===== config.mk =====
export PLATFORM = sky130hd
export DESIGN_NAME = rge_regen_top
export DESIGN_NICKNAME = d
export VERILOG_FILES = /design/src/rge_pkg.sv /design/src/rge_buf.sv /design/src/rge_regen_top.sv
export VERILOG_INCLUDE_DIRS = /design/src
export SDC_FILE = /design/constraint.sdc
export NUM_CORES = 1
export LEC_CHECK = 0
export BUFFER_PORTS_ARGS = -buffer_cell sky130_fd_sc_hd__buf_2
export CAP_MARGIN = 5
export CORE_MARGIN = 2
export CORE_UTILIZATION = 59
export DETAILED_ROUTE_END_ITERATION = 7
export GPL_TIMING_DRIVEN = 0
export PLACE_DENSITY = 0.83
export RECOVER_POWER = 50
export SLEW_MARGIN = 10
export SYNTH_ARGS = -nofsm -noshare
export SYNTH_HDL_FRONTEND = slang
export SYNTH_SLANG_ARGS = --single-unit

===== constraint.sdc =====
create_clock -name clk -period 4.3 [get_ports clk]
set_input_delay 0.43 -clock clk [delete_from_list [all_inputs] [get_ports clk]]
set_output_delay 0.43 -clock clk [all_outputs]
set_load 0.02 [all_outputs]

===== src/rge_map.svh =====
// constants of the regenerator addressing and forwarding block
// assumes a 20 MHz clock and frames already split into descriptors upstream
//
// Functional notes
// - discard frames whose check sequence failed
// - choose process, forward or ignore per frame
// - only this regenerator relays frames onward
// - online broadcast: process and forward across
// - drop forwarded frame when far segment inactive
// - forwarded frame leaves within 300 ms (age counts only at the buffer head; txMsg_q holds until the peer takes it)
// - central unit address 1, remote address 2
// - both side addresses zero at power-up
// - sync loss zeroes only that side's address
// - address leaves zero only on discovery probe
// - two identical independent side state machines
// - offline to discovery-ready when sync loss clears
// - sync loss zeroes address, returns to offline
// - probe: bump hop, address hop+2, respond, online
// - foreign destination goes to opposite side forwarding
// - forward request sent out unless side offline
// - own or zero destination processed, not forwarded
// - response carries hop, vendor, version, loss flag
// - answer requests arriving from either direction
// - address space covers eight regenerators
// - broadcast address never valid as source
// - sync loss failure after 2.5 s of defect
`ifndef RGE_MAP_SVH
`define RGE_MAP_SVH

//------------------------------------------------------------
// addresses
//------------------------------------------------------------
`define RGE_ADDR_ADJ    4'h0
`define RGE_ADDR_CTU    4'h1
`define RGE_ADDR_RTU    4'h2
`define RGE_ADDR_OFS    4'h2
`define RGE_ADDR_BCAST  4'hF

//------------------------------------------------------------
// sides and small steps
//------------------------------------------------------------
`define RGE_SIDE_NET    0
`define RGE_SIDE_CUS    1
`define RGE_HOP_INC     8'h01
`define RGE_CNT_INC     32'h0000_0001
`define RGE_CNT_ZERO    32'h0000_0000

//------------------------------------------------------------
// timing
//------------------------------------------------------------
`define RGE_CLK_HZ      20000000
`define RGE_MS_PER_S    1000
`define RGE_SYNC_WORD_LOSS_SET_MS 2500
`define RGE_SYNC_WORD_LOSS_CLR_MS 2000
`define RGE_FWD_MAX_MS  300

`endif


===== src/rge_pkg.sv =====
// types shared by the regenerator addressing block and its buffer
// assumes rge_map.svh is on the include path
`include "rge_map.svh"

package rge_pkg;

	//------------------------------------------------------------
	// states and fields
	//------------------------------------------------------------
	typedef enum logic [1:0] {
		RGE_OFFLINE = 2'b00,
		RGE_DISC    = 2'b01,
		RGE_ONLINE  = 2'b10
	} rge_state_e;

	typedef logic [3:0] rge_addr_t;

	// received frame descriptor; tag names the stored information field
	typedef struct packed {
		logic      valid;
		logic      fcsOk;
		logic      probe;
		rge_addr_t src;
		rge_addr_t dst;
		logic [7:0] hop;
		logic [7:0] tag;
	} rge_rx_s;

	// outgoing message, relayed frame or discovery response
	typedef struct packed {
		logic      probe;
		logic      resp;
		rge_addr_t src;
		rge_addr_t dst;
		logic [7:0] hop;
		logic [7:0] tag;
		logic [7:0] vendor;
		logic [7:0] version;
		logic      loswOpp;
	} rge_msg_s;

	typedef struct packed {
		logic      valid;
		rge_addr_t src;
		logic [7:0] tag;
	} rge_proc_s;

	typedef struct packed {
		logic      valid;
		logic [7:0] hop;
	} rge_disc_s;

	// own or adjacent destination
	function automatic logic rge_is_local(input rge_addr_t dst, input rge_addr_t own);
		return (dst == own) || (dst == `RGE_ADDR_ADJ);
	endfunction

endpackage


===== src/rge_buf.sv =====
// two-entry valid/ready buffer in the forwarding path
// assumes both sides on the same clock
module rge_buf #(
	parameter int W = 8
)(
	// clock and reset
	input  wire logic         clk,
	input  wire logic         rst_n,
	// fill side
	input  wire logic         inValid,
	output logic              inReady,
	input  wire logic [W-1:0] inData,
	// drain side
	output logic              outValid,
	input  wire logic         outReady,
	output logic [W-1:0]      outData
);
	import rge_pkg::*;

	logic [W-1:0] mem_q [2];
	logic [W-1:0] mem_d [2];
	logic         wrPtr_q, wrPtr_d;
	logic         rdPtr_q, rdPtr_d;
	logic [1:0]   cnt_q, cnt_d;
	logic         push, pop;

	// full and empty come straight from the count register
	assign inReady  = (cnt_q != 2'h2);
	assign outValid = (cnt_q != 2'h0);
	assign outData  = mem_q[rdPtr_q];
	assign push     = inValid & inReady;
	assign pop      = outValid & outReady;

	// next pointers, count and storage
	always_comb begin
		mem_d   = mem_q;
		wrPtr_d = wrPtr_q;
		rdPtr_d = rdPtr_q;
		cnt_d   = cnt_q;
		if (push) begin
			mem_d[wrPtr_q] = inData;
			wrPtr_d        = ~wrPtr_q;
		end
		if (pop) begin
			rdPtr_d = ~rdPtr_q;
		end
		if (push && !pop) begin
			cnt_d = cnt_q + 2'h1;
		end else if (pop && !push) begin
			cnt_d = cnt_q - 2'h1;
		end
	end

	// register only
	always_ff @(posedge clk or negedge rst_n) begin
		if (!rst_n) begin
			mem_q[0] <= '0;
			mem_q[1] <= '0;
			wrPtr_q  <= 1'b0;
			rdPtr_q  <= 1'b0;
			cnt_q    <= 2'h0;
		end else begin
			mem_q    <= mem_d;
			wrPtr_q  <= wrPtr_d;
			rdPtr_q  <= rdPtr_d;
			cnt_q    <= cnt_d;
		end
	end

endmodule // rge_buf


===== src/rge_regen_top.sv =====
// network layer of a span regenerator: per-side state, addresses, forwarding
// assumes rx descriptors from logic on clk; sync-loss defects arrive from pins
`include "rge_map.svh"

module rge_regen_top #(
	parameter int unsigned SYNC_WORD_LOSS_SET_CYC = `RGE_SYNC_WORD_LOSS_SET_MS * (`RGE_CLK_HZ / `RGE_MS_PER_S),
	parameter int unsigned SYNC_WORD_LOSS_CLR_CYC = `RGE_SYNC_WORD_LOSS_CLR_MS * (`RGE_CLK_HZ / `RGE_MS_PER_S),
	parameter int unsigned FWD_MAX_CYC  = `RGE_FWD_MAX_MS * (`RGE_CLK_HZ / `RGE_MS_PER_S),
	parameter logic [7:0]  VENDOR_ID    = 8'hA5, // arbitrary value
	parameter logic [7:0]  EOC_VERSION  = 8'h01
)(
	// clock and reset
	input  wire logic                       clk,
	input  wire logic                       rst_n,
	// sync-word-loss defect pins, index 0 network, 1 customer
	input  wire logic [1:0]                 loswDefectPin,
	// received frames per side
	input  wire rge_pkg::rge_rx_s [1:0]     rxMsg,
	output logic [1:0]                      rxReady,
	// transmitted messages per side
	output rge_pkg::rge_msg_s [1:0]         txMsg_q,
	output logic [1:0]                      txValid_q,
	input  wire logic [1:0]                 txReady,
	// application layer
	output rge_pkg::rge_proc_s [1:0]        procOut_q,
	output rge_pkg::rge_disc_s [1:0]        discOut_q,
	// status
	output rge_pkg::rge_addr_t [1:0]        sideAddr_q,
	output rge_pkg::rge_state_e [1:0]       sideState_q,
	output logic [1:0]                      loswFail_q
);
	import rge_pkg::*;

	//------------------------------------------------------------
	// declarations
	//------------------------------------------------------------
	logic [1:0]        sync1_q, sync2_q;
	logic [1:0][31:0]  setCnt_q, setCnt_d, clrCnt_q, clrCnt_d;
	logic [1:0]        loswFail_d;
	rge_addr_t [1:0]   sideAddr_d;
	rge_state_e [1:0]  sideState_d;
	rge_proc_s [1:0]   procOut_d;
	rge_disc_s [1:0]   discOut_d;
	rge_msg_s [1:0]    resp_q, resp_d, txMsg_d, fwdIn, fwdOut;
	logic [1:0]        respPend_q, respPend_d, respSet, respClr;
	logic [1:0]        txValid_d;
	logic [1:0][31:0]  age_q, age_d;
	logic [1:0]        fwdPush, fwdInReady, fwdOutValid, fwdOutReady;
	logic [1:0]        accept, frameOk;
	logic [7:0]        hopNext;

	//------------------------------------------------------------
	// defect synchroniser and failure filter
	//------------------------------------------------------------

	// two flops; only the second is read
	always_ff @(posedge clk or negedge rst_n) begin
		if (!rst_n) begin
			sync1_q <= 2'b00;
			sync2_q <= 2'b00;
		end else begin
			sync1_q <= loswDefectPin;
			sync2_q <= sync1_q;
		end
	end

	// persistence counters; clearing waits the shortest allowed absence
	always_comb begin
		setCnt_d   = setCnt_q;
		clrCnt_d   = clrCnt_q;
		loswFail_d = loswFail_q;
		for (int s = 0; s < 2; s++) begin
			if (sync2_q[s]) begin
				clrCnt_d[s] = `RGE_CNT_ZERO;
				if (setCnt_q[s] != SYNC_WORD_LOSS_SET_CYC) begin
					setCnt_d[s] = setCnt_q[s] + `RGE_CNT_INC;
				end else begin
					loswFail_d[s] = 1'b1;
				end
			end else begin
				setCnt_d[s] = `RGE_CNT_ZERO;
				if (clrCnt_q[s] != SYNC_WORD_LOSS_CLR_CYC) begin
					clrCnt_d[s] = clrCnt_q[s] + `RGE_CNT_INC;
				end else begin
					loswFail_d[s] = 1'b0;
				end
			end
		end
	end

	always_ff @(posedge clk or negedge rst_n) begin
		if (!rst_n) begin
			setCnt_q   <= '0;
			clrCnt_q   <= '0;
			loswFail_q <= 2'b00;
		end else begin
			setCnt_q   <= setCnt_d;
			clrCnt_q   <= clrCnt_d;
			loswFail_q <= loswFail_d;
		end
	end

	//------------------------------------------------------------
	// per-side channel machines and frame decisions
	//------------------------------------------------------------

	// stall rx while the far buffer is full or a response waits
	always_comb begin
		for (int s = 0; s < 2; s++) begin
			rxReady[s] = fwdInReady[s ^ 1] & ~respPend_q[s];
			accept[s]  = rxMsg[s].valid & rxReady[s];
		end
	end

	// both sides run the same loop body, sharing no state
	always_comb begin
		sideAddr_d  = sideAddr_q;
		sideState_d = sideState_q;
		procOut_d   = '0;
		discOut_d   = '0;
		resp_d      = resp_q;
		respSet     = 2'b00;
		fwdPush     = 2'b00;
		fwdIn       = '0;
		frameOk     = 2'b00;
		hopNext     = 8'h00;
		for (int s = 0; s < 2; s++) begin
			// bad check sequence or broadcast source dropped
			frameOk[s] = accept[s] & rxMsg[s].fcsOk & (rxMsg[s].src != `RGE_ADDR_BCAST) &
				(sideState_q[s] != RGE_OFFLINE);
			if (frameOk[s]) begin
				if (rxMsg[s].probe) begin
					// hop bump, new address, go online
					hopNext        = rxMsg[s].hop + `RGE_HOP_INC;
					// only a probe or sync loss moves the address
					sideAddr_d[s]  = hopNext[3:0] + `RGE_ADDR_OFS;
					sideState_d[s] = RGE_ONLINE;
					discOut_d[s ^ 1].valid = 1'b1;
					discOut_d[s ^ 1].hop   = hopNext;
					// response back to this side's initiator
					respSet[s]          = 1'b1;
					resp_d[s]           = '0;
					resp_d[s].resp      = 1'b1;
					resp_d[s].src       = hopNext[3:0] + `RGE_ADDR_OFS;
					resp_d[s].dst       = (s == `RGE_SIDE_NET) ? `RGE_ADDR_CTU : `RGE_ADDR_RTU;
					resp_d[s].hop       = hopNext;
					resp_d[s].vendor    = VENDOR_ID;
					resp_d[s].version   = EOC_VERSION;
					resp_d[s].loswOpp   = loswFail_q[s ^ 1];
					fwdPush[s ^ 1]      = 1'b1;
					fwdIn[s ^ 1].probe  = 1'b1;
					fwdIn[s ^ 1].hop    = hopNext;
				end else if ((sideState_q[s] == RGE_ONLINE) && (rxMsg[s].dst == `RGE_ADDR_BCAST)) begin
					// broadcast processed here and passed across
					procOut_d[s].valid = 1'b1;
					procOut_d[s].src   = rxMsg[s].src;
					procOut_d[s].tag   = rxMsg[s].tag;
					fwdPush[s ^ 1]     = 1'b1;
				end else if ((sideState_q[s] == RGE_ONLINE) && rge_is_local(rxMsg[s].dst, sideAddr_q[s])) begin
					procOut_d[s].valid = 1'b1;
					procOut_d[s].src   = rxMsg[s].src;
					procOut_d[s].tag   = rxMsg[s].tag;
				end else if (rxMsg[s].dst != sideAddr_q[s]) begin
					fwdPush[s ^ 1] = 1'b1;
				end
				if (!rxMsg[s].probe) begin
					fwdIn[s ^ 1].src = rxMsg[s].src;
					fwdIn[s ^ 1].dst = rxMsg[s].dst;
					fwdIn[s ^ 1].hop = rxMsg[s].hop;
					fwdIn[s ^ 1].tag = rxMsg[s].tag;
				end
			end
		end
		for (int s = 0; s < 2; s++) begin
			// no relay into an offline side
			if (sideState_q[s] == RGE_OFFLINE) begin
				fwdPush[s] = 1'b0;
			end
			// sync loss overrides this side only
			unique case (sideState_q[s])
				RGE_OFFLINE: begin
					if (!loswFail_q[s]) begin
						sideState_d[s] = RGE_DISC;
					end
				end
				RGE_DISC, RGE_ONLINE: begin
					if (loswFail_q[s]) begin
						sideAddr_d[s]  = `RGE_ADDR_ADJ;
						sideState_d[s] = RGE_OFFLINE;
					end
				end
				default: begin
					sideAddr_d[s]  = `RGE_ADDR_ADJ;
					sideState_d[s] = RGE_OFFLINE;
				end
			endcase
		end
	end

	// reset leaves both addresses at zero
	always_ff @(posedge clk or negedge rst_n) begin
		if (!rst_n) begin
			sideAddr_q  <= {`RGE_ADDR_ADJ, `RGE_ADDR_ADJ};
			sideState_q <= '{RGE_OFFLINE, RGE_OFFLINE};
			procOut_q   <= '0;
			discOut_q   <= '0;
			resp_q      <= '0;
		end else begin
			sideAddr_q  <= sideAddr_d;
			sideState_q <= sideState_d;
			procOut_q   <= procOut_d;
			discOut_q   <= discOut_d;
			resp_q      <= resp_d;
		end
	end

	//------------------------------------------------------------
	// forwarding buffers and transmit mux
	//------------------------------------------------------------
	for (genvar g = 0; g < 2; g++) begin : gBuf
		rge_buf #(
			.W ($bits(rge_msg_s))
		) uBuf (
			.clk      (clk),
			.rst_n    (rst_n),
			.inValid  (fwdPush[g]),
			.inReady  (fwdInReady[g]),
			.inData   (fwdIn[g]),
			.outValid (fwdOutValid[g]),
			.outReady (fwdOutReady[g]),
			.outData  (fwdOut[g])
		);
	end

	// response first; a stale head is dropped rather than sent late
	always_comb begin
		txValid_d   = txValid_q;
		txMsg_d     = txMsg_q;
		respClr     = 2'b00;
		fwdOutReady = 2'b00;
		age_d       = age_q;
		for (int s = 0; s < 2; s++) begin
			if (txValid_q[s] && txReady[s]) begin
				txValid_d[s] = 1'b0;
			end
			if (!txValid_q[s] || txReady[s]) begin
				if (respPend_q[s]) begin
					txValid_d[s] = 1'b1;
					txMsg_d[s]   = resp_q[s];
					respClr[s]   = 1'b1;
				end else if (fwdOutValid[s] && (sideState_q[s] != RGE_OFFLINE)) begin
					txValid_d[s]   = 1'b1;
					txMsg_d[s]     = fwdOut[s];
					fwdOutReady[s] = 1'b1;
				end
			end
			if (fwdOutValid[s] && !fwdOutReady[s] &&
				((sideState_q[s] == RGE_OFFLINE) || (age_q[s] == FWD_MAX_CYC))) begin
				fwdOutReady[s] = 1'b1;
			end
			age_d[s] = (fwdOutValid[s] && !fwdOutReady[s]) ? (age_q[s] + `RGE_CNT_INC) : `RGE_CNT_ZERO;
		end
		// a fresh response cannot meet its own clear: rx is stalled while one waits
		respPend_d = (respPend_q & ~respClr) | respSet;
	end

	always_ff @(posedge clk or negedge rst_n) begin
		if (!rst_n) begin
			txValid_q  <= 2'b00;
			txMsg_q    <= '0;
			respPend_q <= 2'b00;
			age_q      <= '0;
		end else begin
			txValid_q  <= txValid_d;
			txMsg_q    <= txMsg_d;
			respPend_q <= respPend_d;
			age_q      <= age_d;
		end
	end
endmodule // rge_regen_top


==> flow_results.org <==
** Cells and area
- Compared with the post-synthesis result, the final layout area differs by 14.89%.
- Area of the multi-input gates :: about 9300 µm²
- Most frequent cells in the layout :: dfrtp_1, nor2_1, clkbuf_1
- Area occupied by registers :: roughly 11,000 µm²
- The final layout contains about 2.4k nets.
- Number of inserted filler cells in the final layout :: 2,629
- In the final layout, the share of cells above drive strength 1 is 0.1342.
- Most common cell after layout, fill and taps aside :: dfrtp_1

** Worst setup path
- The largest single stage delay on the critical path is about 0.73 ns.
- The largest individual stage delay along the critical path comes from the cell a2111oi_2.
- STA puts the critical path data arrival time at around 3.7 ns.
- In this run the worst path has a maximum fanout of 10.
- Critical path buffers and inverters :: 3
- Logic depth of the worst setup path including buffers :: 8
- The worst setup path is captured at a register.
- Data required, critical path :: 4.80 ns
- Most frequent CP cell :: clkbuf_1
- The worst setup path is launched from a register.
- Worst reg-to-reg path cell count :: 8
- Chain of cells forming the critical path :: inv_1, ha_1, clkbuf_1, a2111oi_4, nand2_1, a2111oi_2, clkbuf_1, and2_1
- WS Path Type :: register to register
- The cell family contributing the most delay on the critical path is compound AO/OA/AOI/OAI gates.

** Clock tree
- For the worst-skew pair, the clock arrives at the later sink with an insertion delay of approximately 0.56 ns.
- In this run the deepest clock path goes through 3 buffers.
- H-tree levels :: 2
- In this run, CTS created clock tree buffers numbering between 40 and 50.
- Total of cells resized after clock tree synthesis :: 0
- TritonCTS built the clock tree.
- The number of setup buffers added after CTS is 0.
- Clock tree root driver cell :: clkbuf_16
- TritonCTS Sinks :: 446
- The number of hold buffers added after CTS was 3.
- Clock-pin slew was measured on the worst setup and hold paths at approximately 0.060 ns.

** Logic synthesis
- Synthesis produced a netlist whose cell count is around 2.0k.
- The portion of synthesized area spent on multiplexers is 0.07553.
- In the synthesized netlist the dominant register cell turns out to be dfrtp_1.
- After synthesis the netlist holds a flip-flop and latch count of about 450.
- Top cells by area in the synthesized netlist :: dfrtp_1, mux2_2, xor2_1, xnor2_1, nor2_1
- The largest total area in the synthesized netlist belongs to dfrtp_1.
- Post-synthesis share of cell area spent on full adders, half adders and majority gates :: 0.01534
- During synthesis, Yosys emitted a total of 0 warnings.
- Xor/xnor cell area share of the yosys netlist :: 0.08467
- Synthesis instantiated just under 70 different standard cells from the library.
- The synthesized-area fraction occupied by ao, oa, aoi and oai cells is 0.05310.
- Proportion of netlist area held by the largest area contributor :: 0.5263
- By area, the combinational part of the netlist is dominated by simple AND/OR/NAND/NOR gates.
- Asr flop ratio synth :: 1.000
- The share of the Yosys chip area taken by registers is 0.5263.
- Cell area after synthesis :: ~21,000 µm²
- Number of flops mapped to enable cells by yosys :: 0
- Average cell area after synthesis :: roughly 10 µm²
- Of the total synthesized cell area, the portion taken by AND, OR, NAND and NOR gates is 0.2075.

** STA
- Sum of negative setup slack :: 0 ns
- Total count of hold-check failures in the final report :: 0
- The clock period could shrink to around 3.2 ns.
- Setup repair after global routing missed its margin :: false
- Across all hold checks on the routed design, the worst slack comes to roughly 0.090 ns.
- Post-route fraction of the period consumed by the critical path :: 0.7328
- Setup violations remaining at the end of the flow were counted as 0.
- The total count of max-transition violations in the final report came to 80.
- On the final layout, the worst clock skew is ~0.016 ns.
- Max_slew headroom :: -0.4152
- At the pin with the least slew margin, the transition time is around 2.1 ns.
- Timing would allow up to around 320 MHz.

** Job
- Max-cap violations in this run came to 1.

** Outcome
- The checks that failed: max-capacitance violations, max-slew violations.
- Result of the run :: finished, violations left

** Floorplanning
- Total die area :: roughly 37,000 µm²
- Initial core utilization :: 0.5976
- In this run the count of I/O pins placed on the die edge is between 200 and 250.
- The floorplan step set the die height to 193.6 µm.
- Horizontal die dimension :: just under 200 µm
- The floorplan step defined a core boundary enclosing 35,480 µm².
- Number of standard-cell rows in the floorplan :: 69

** Placement
- Count of port buffers added during placement :: around 180
- Global placement routability congestion :: ~0.87
- Detailed placement finished with a half-perimeter wire length of 37,070 µm.

** Hold path
- The worst hold path passes through 2 cells.
- Hold Crit Class :: input port to register

** Power
- Switch share :: 0.3269
- In this run the static leakage power is 0.01096 µW.
- Total power divided by cell area :: between 500 and 600 nW/µm²
- The worst-case IR drop observed on VDD is 0.5051 mV.
- Of the total power, registers draw 0.434.
- Gate power share :: 0.244
- Net switching component of the power :: around 4200 µW
- The share of total power dissipated in the clock network is 0.323.
- Internal power comes to 8576 µW.

** Routing
- In this run the remaining antenna-violating nets after routing total 0.
- Post-detailed-route DRC marker count :: 0
- Total number of vias :: 16.13k
- After detailed routing, the total wire length is about 52,000 µm.
- Routed length per instance :: about 19 µm
- Drt via density :: slightly below 6
- For this block, the initial DRC count from the detailed router was ~1.1k.
- Pre-Repair DR Iteration Count :: 5

** GRT
- Antenna violations before repair :: 14
- Pin count of the biggest net entering global routing :: between 100 and 150
- Wire length of the first global-routing pass :: 85,330 µm
- Total global-route track usage :: 0.2806
- The via count of the first global-routing pass came to roughly 16k.
- The total overflow left after global routing is 0.
-- sequential cells by signal, indices dropped and copies added, names as in the netlist, 4 cells and up --
| register | cells |
|---|---|
| gBuf.uBuf.mem_q | 100 |
| txMsg_q | 54 |
| setCnt_q | 64 |
| discOut_q | 18 |
| gBuf.uBuf.cnt_q | 4 |
| sideState_q | 4 |
| age_q | 64 |
| resp_q | 26 |
| procOut_q | 26 |
| clrCnt_q | 64 |
| sideAddr_q | 8 |
-- per-layer routing --
layer / track usage / wire [µm]
met1: 0.3679 / 21260
met2: 0.4657 / 25640
met3: 0.04777 / 3319
met4: 0.1165 / 1790
met5: 0 / 0
-- stage by stage --
stage               cells  worst slack (ns)  cell area, µm²  total power [µW]  utilization
floorplan            2044             1.741           21280              7531            -
global placement     2688            -5.815           22780              8535       0.6419
detailed placement   2692             1.280           22900              8710       0.6453
CTS                  2779             1.255           24500             12860       0.6905
global route         2790            0.9884           24350             13370       0.6864
finish               2793             1.149           24360             12740       0.6866
-- cells in the mapped netlist (4+ instances only) --
master / count
nand3_1: 83
a32o_1: 4
or3_1: 16
mux2_2: 94
o31ai_1: 7
nand2_1: 147
a21o_1: 12
xor2_1: 104
a21oi_1: 49
nor4b_1: 11
and3_1: 27
xnor2_1: 101
buf_2: 15
clkbuf_1: 66
o21a_1: 6
o22ai_1: 4
nor3b_1: 6
nor2_1: 220
dfrtp_1: 446
and2_1: 80
nor4_1: 29
and4_1: 29
nor3_1: 38
nor4_2: 4
nand4_1: 77
nor2b_1: 31
o21ai_0: 77
nand2b_1: 12
or4_1: 5
a211oi_1: 7
inv_1: 51
mux2i_1: 52
ha_1: 26
buf_4: 32
buf_1: 8
-- final timing paths --
path	from	to	slack (ns)
worst max-delay path	sideState_q[2]$_DFF_PN0_	procOut_q[16]$_DFF_PN0_	1.15
worst min-delay path	rxMsg[32]	procOut_q[18]$_DFF_PN0_	0.09
worst min register to register	sync1_q[0]$_DFF_PN0_	sync2_q[0]$_DFF_PN0_	0.35
max in group asynchronous	rst_n	clrCnt_q[34]$_DFFE_PN0P_	1.53
min in group asynchronous	rst_n	age_q[0]$_DFF_PN0_	1.00
worst max register to register	sideState_q[2]$_DFF_PN0_	procOut_q[16]$_DFF_PN0_	1.15
-- area by class of cell --
| type | instances | area share |
|---|---|---|
| tap | 461 | 0.02368 |
| sequential | 446 | 0.4581 |
| clock inverter | 17 | 0.007858 |
| multi-input combinational | 1424 | 0.3823 |
| clock buffer | 67 | 0.05670 |
| timing repair buffer | 190 | 0.03749 |
| buffer | 122 | 0.02445 |
| inverter | 52 | 0.008012 |
| antenna | 14 | 0.001438 |
-- cells by family after synthesis --
kind of cell	after synthesis
muxes	148
other	1
and+or+nand+nor	838
buffers and inverters	174
AOI/OAI and AO/OA	185
adders and majority gates	26
xor gates and xnor gates	205
DFF	446
-- power by group through the flow --
stage | clock network (µW) | logic, µW | registers [µW]
5_1_grt | 4360 | 3410 | 5600
3_3_place_gp | 0 | 3020 | 5520
4_1_cts | 4180 | 3180 | 5500
6_report | 4110 | 3100 | 5520
2_1_floorplan | 0 | 1860 | 5670
3_5_place_dp | 0 | 3150 | 5560
Note: power is estimated with default switching activity, not from simulation.
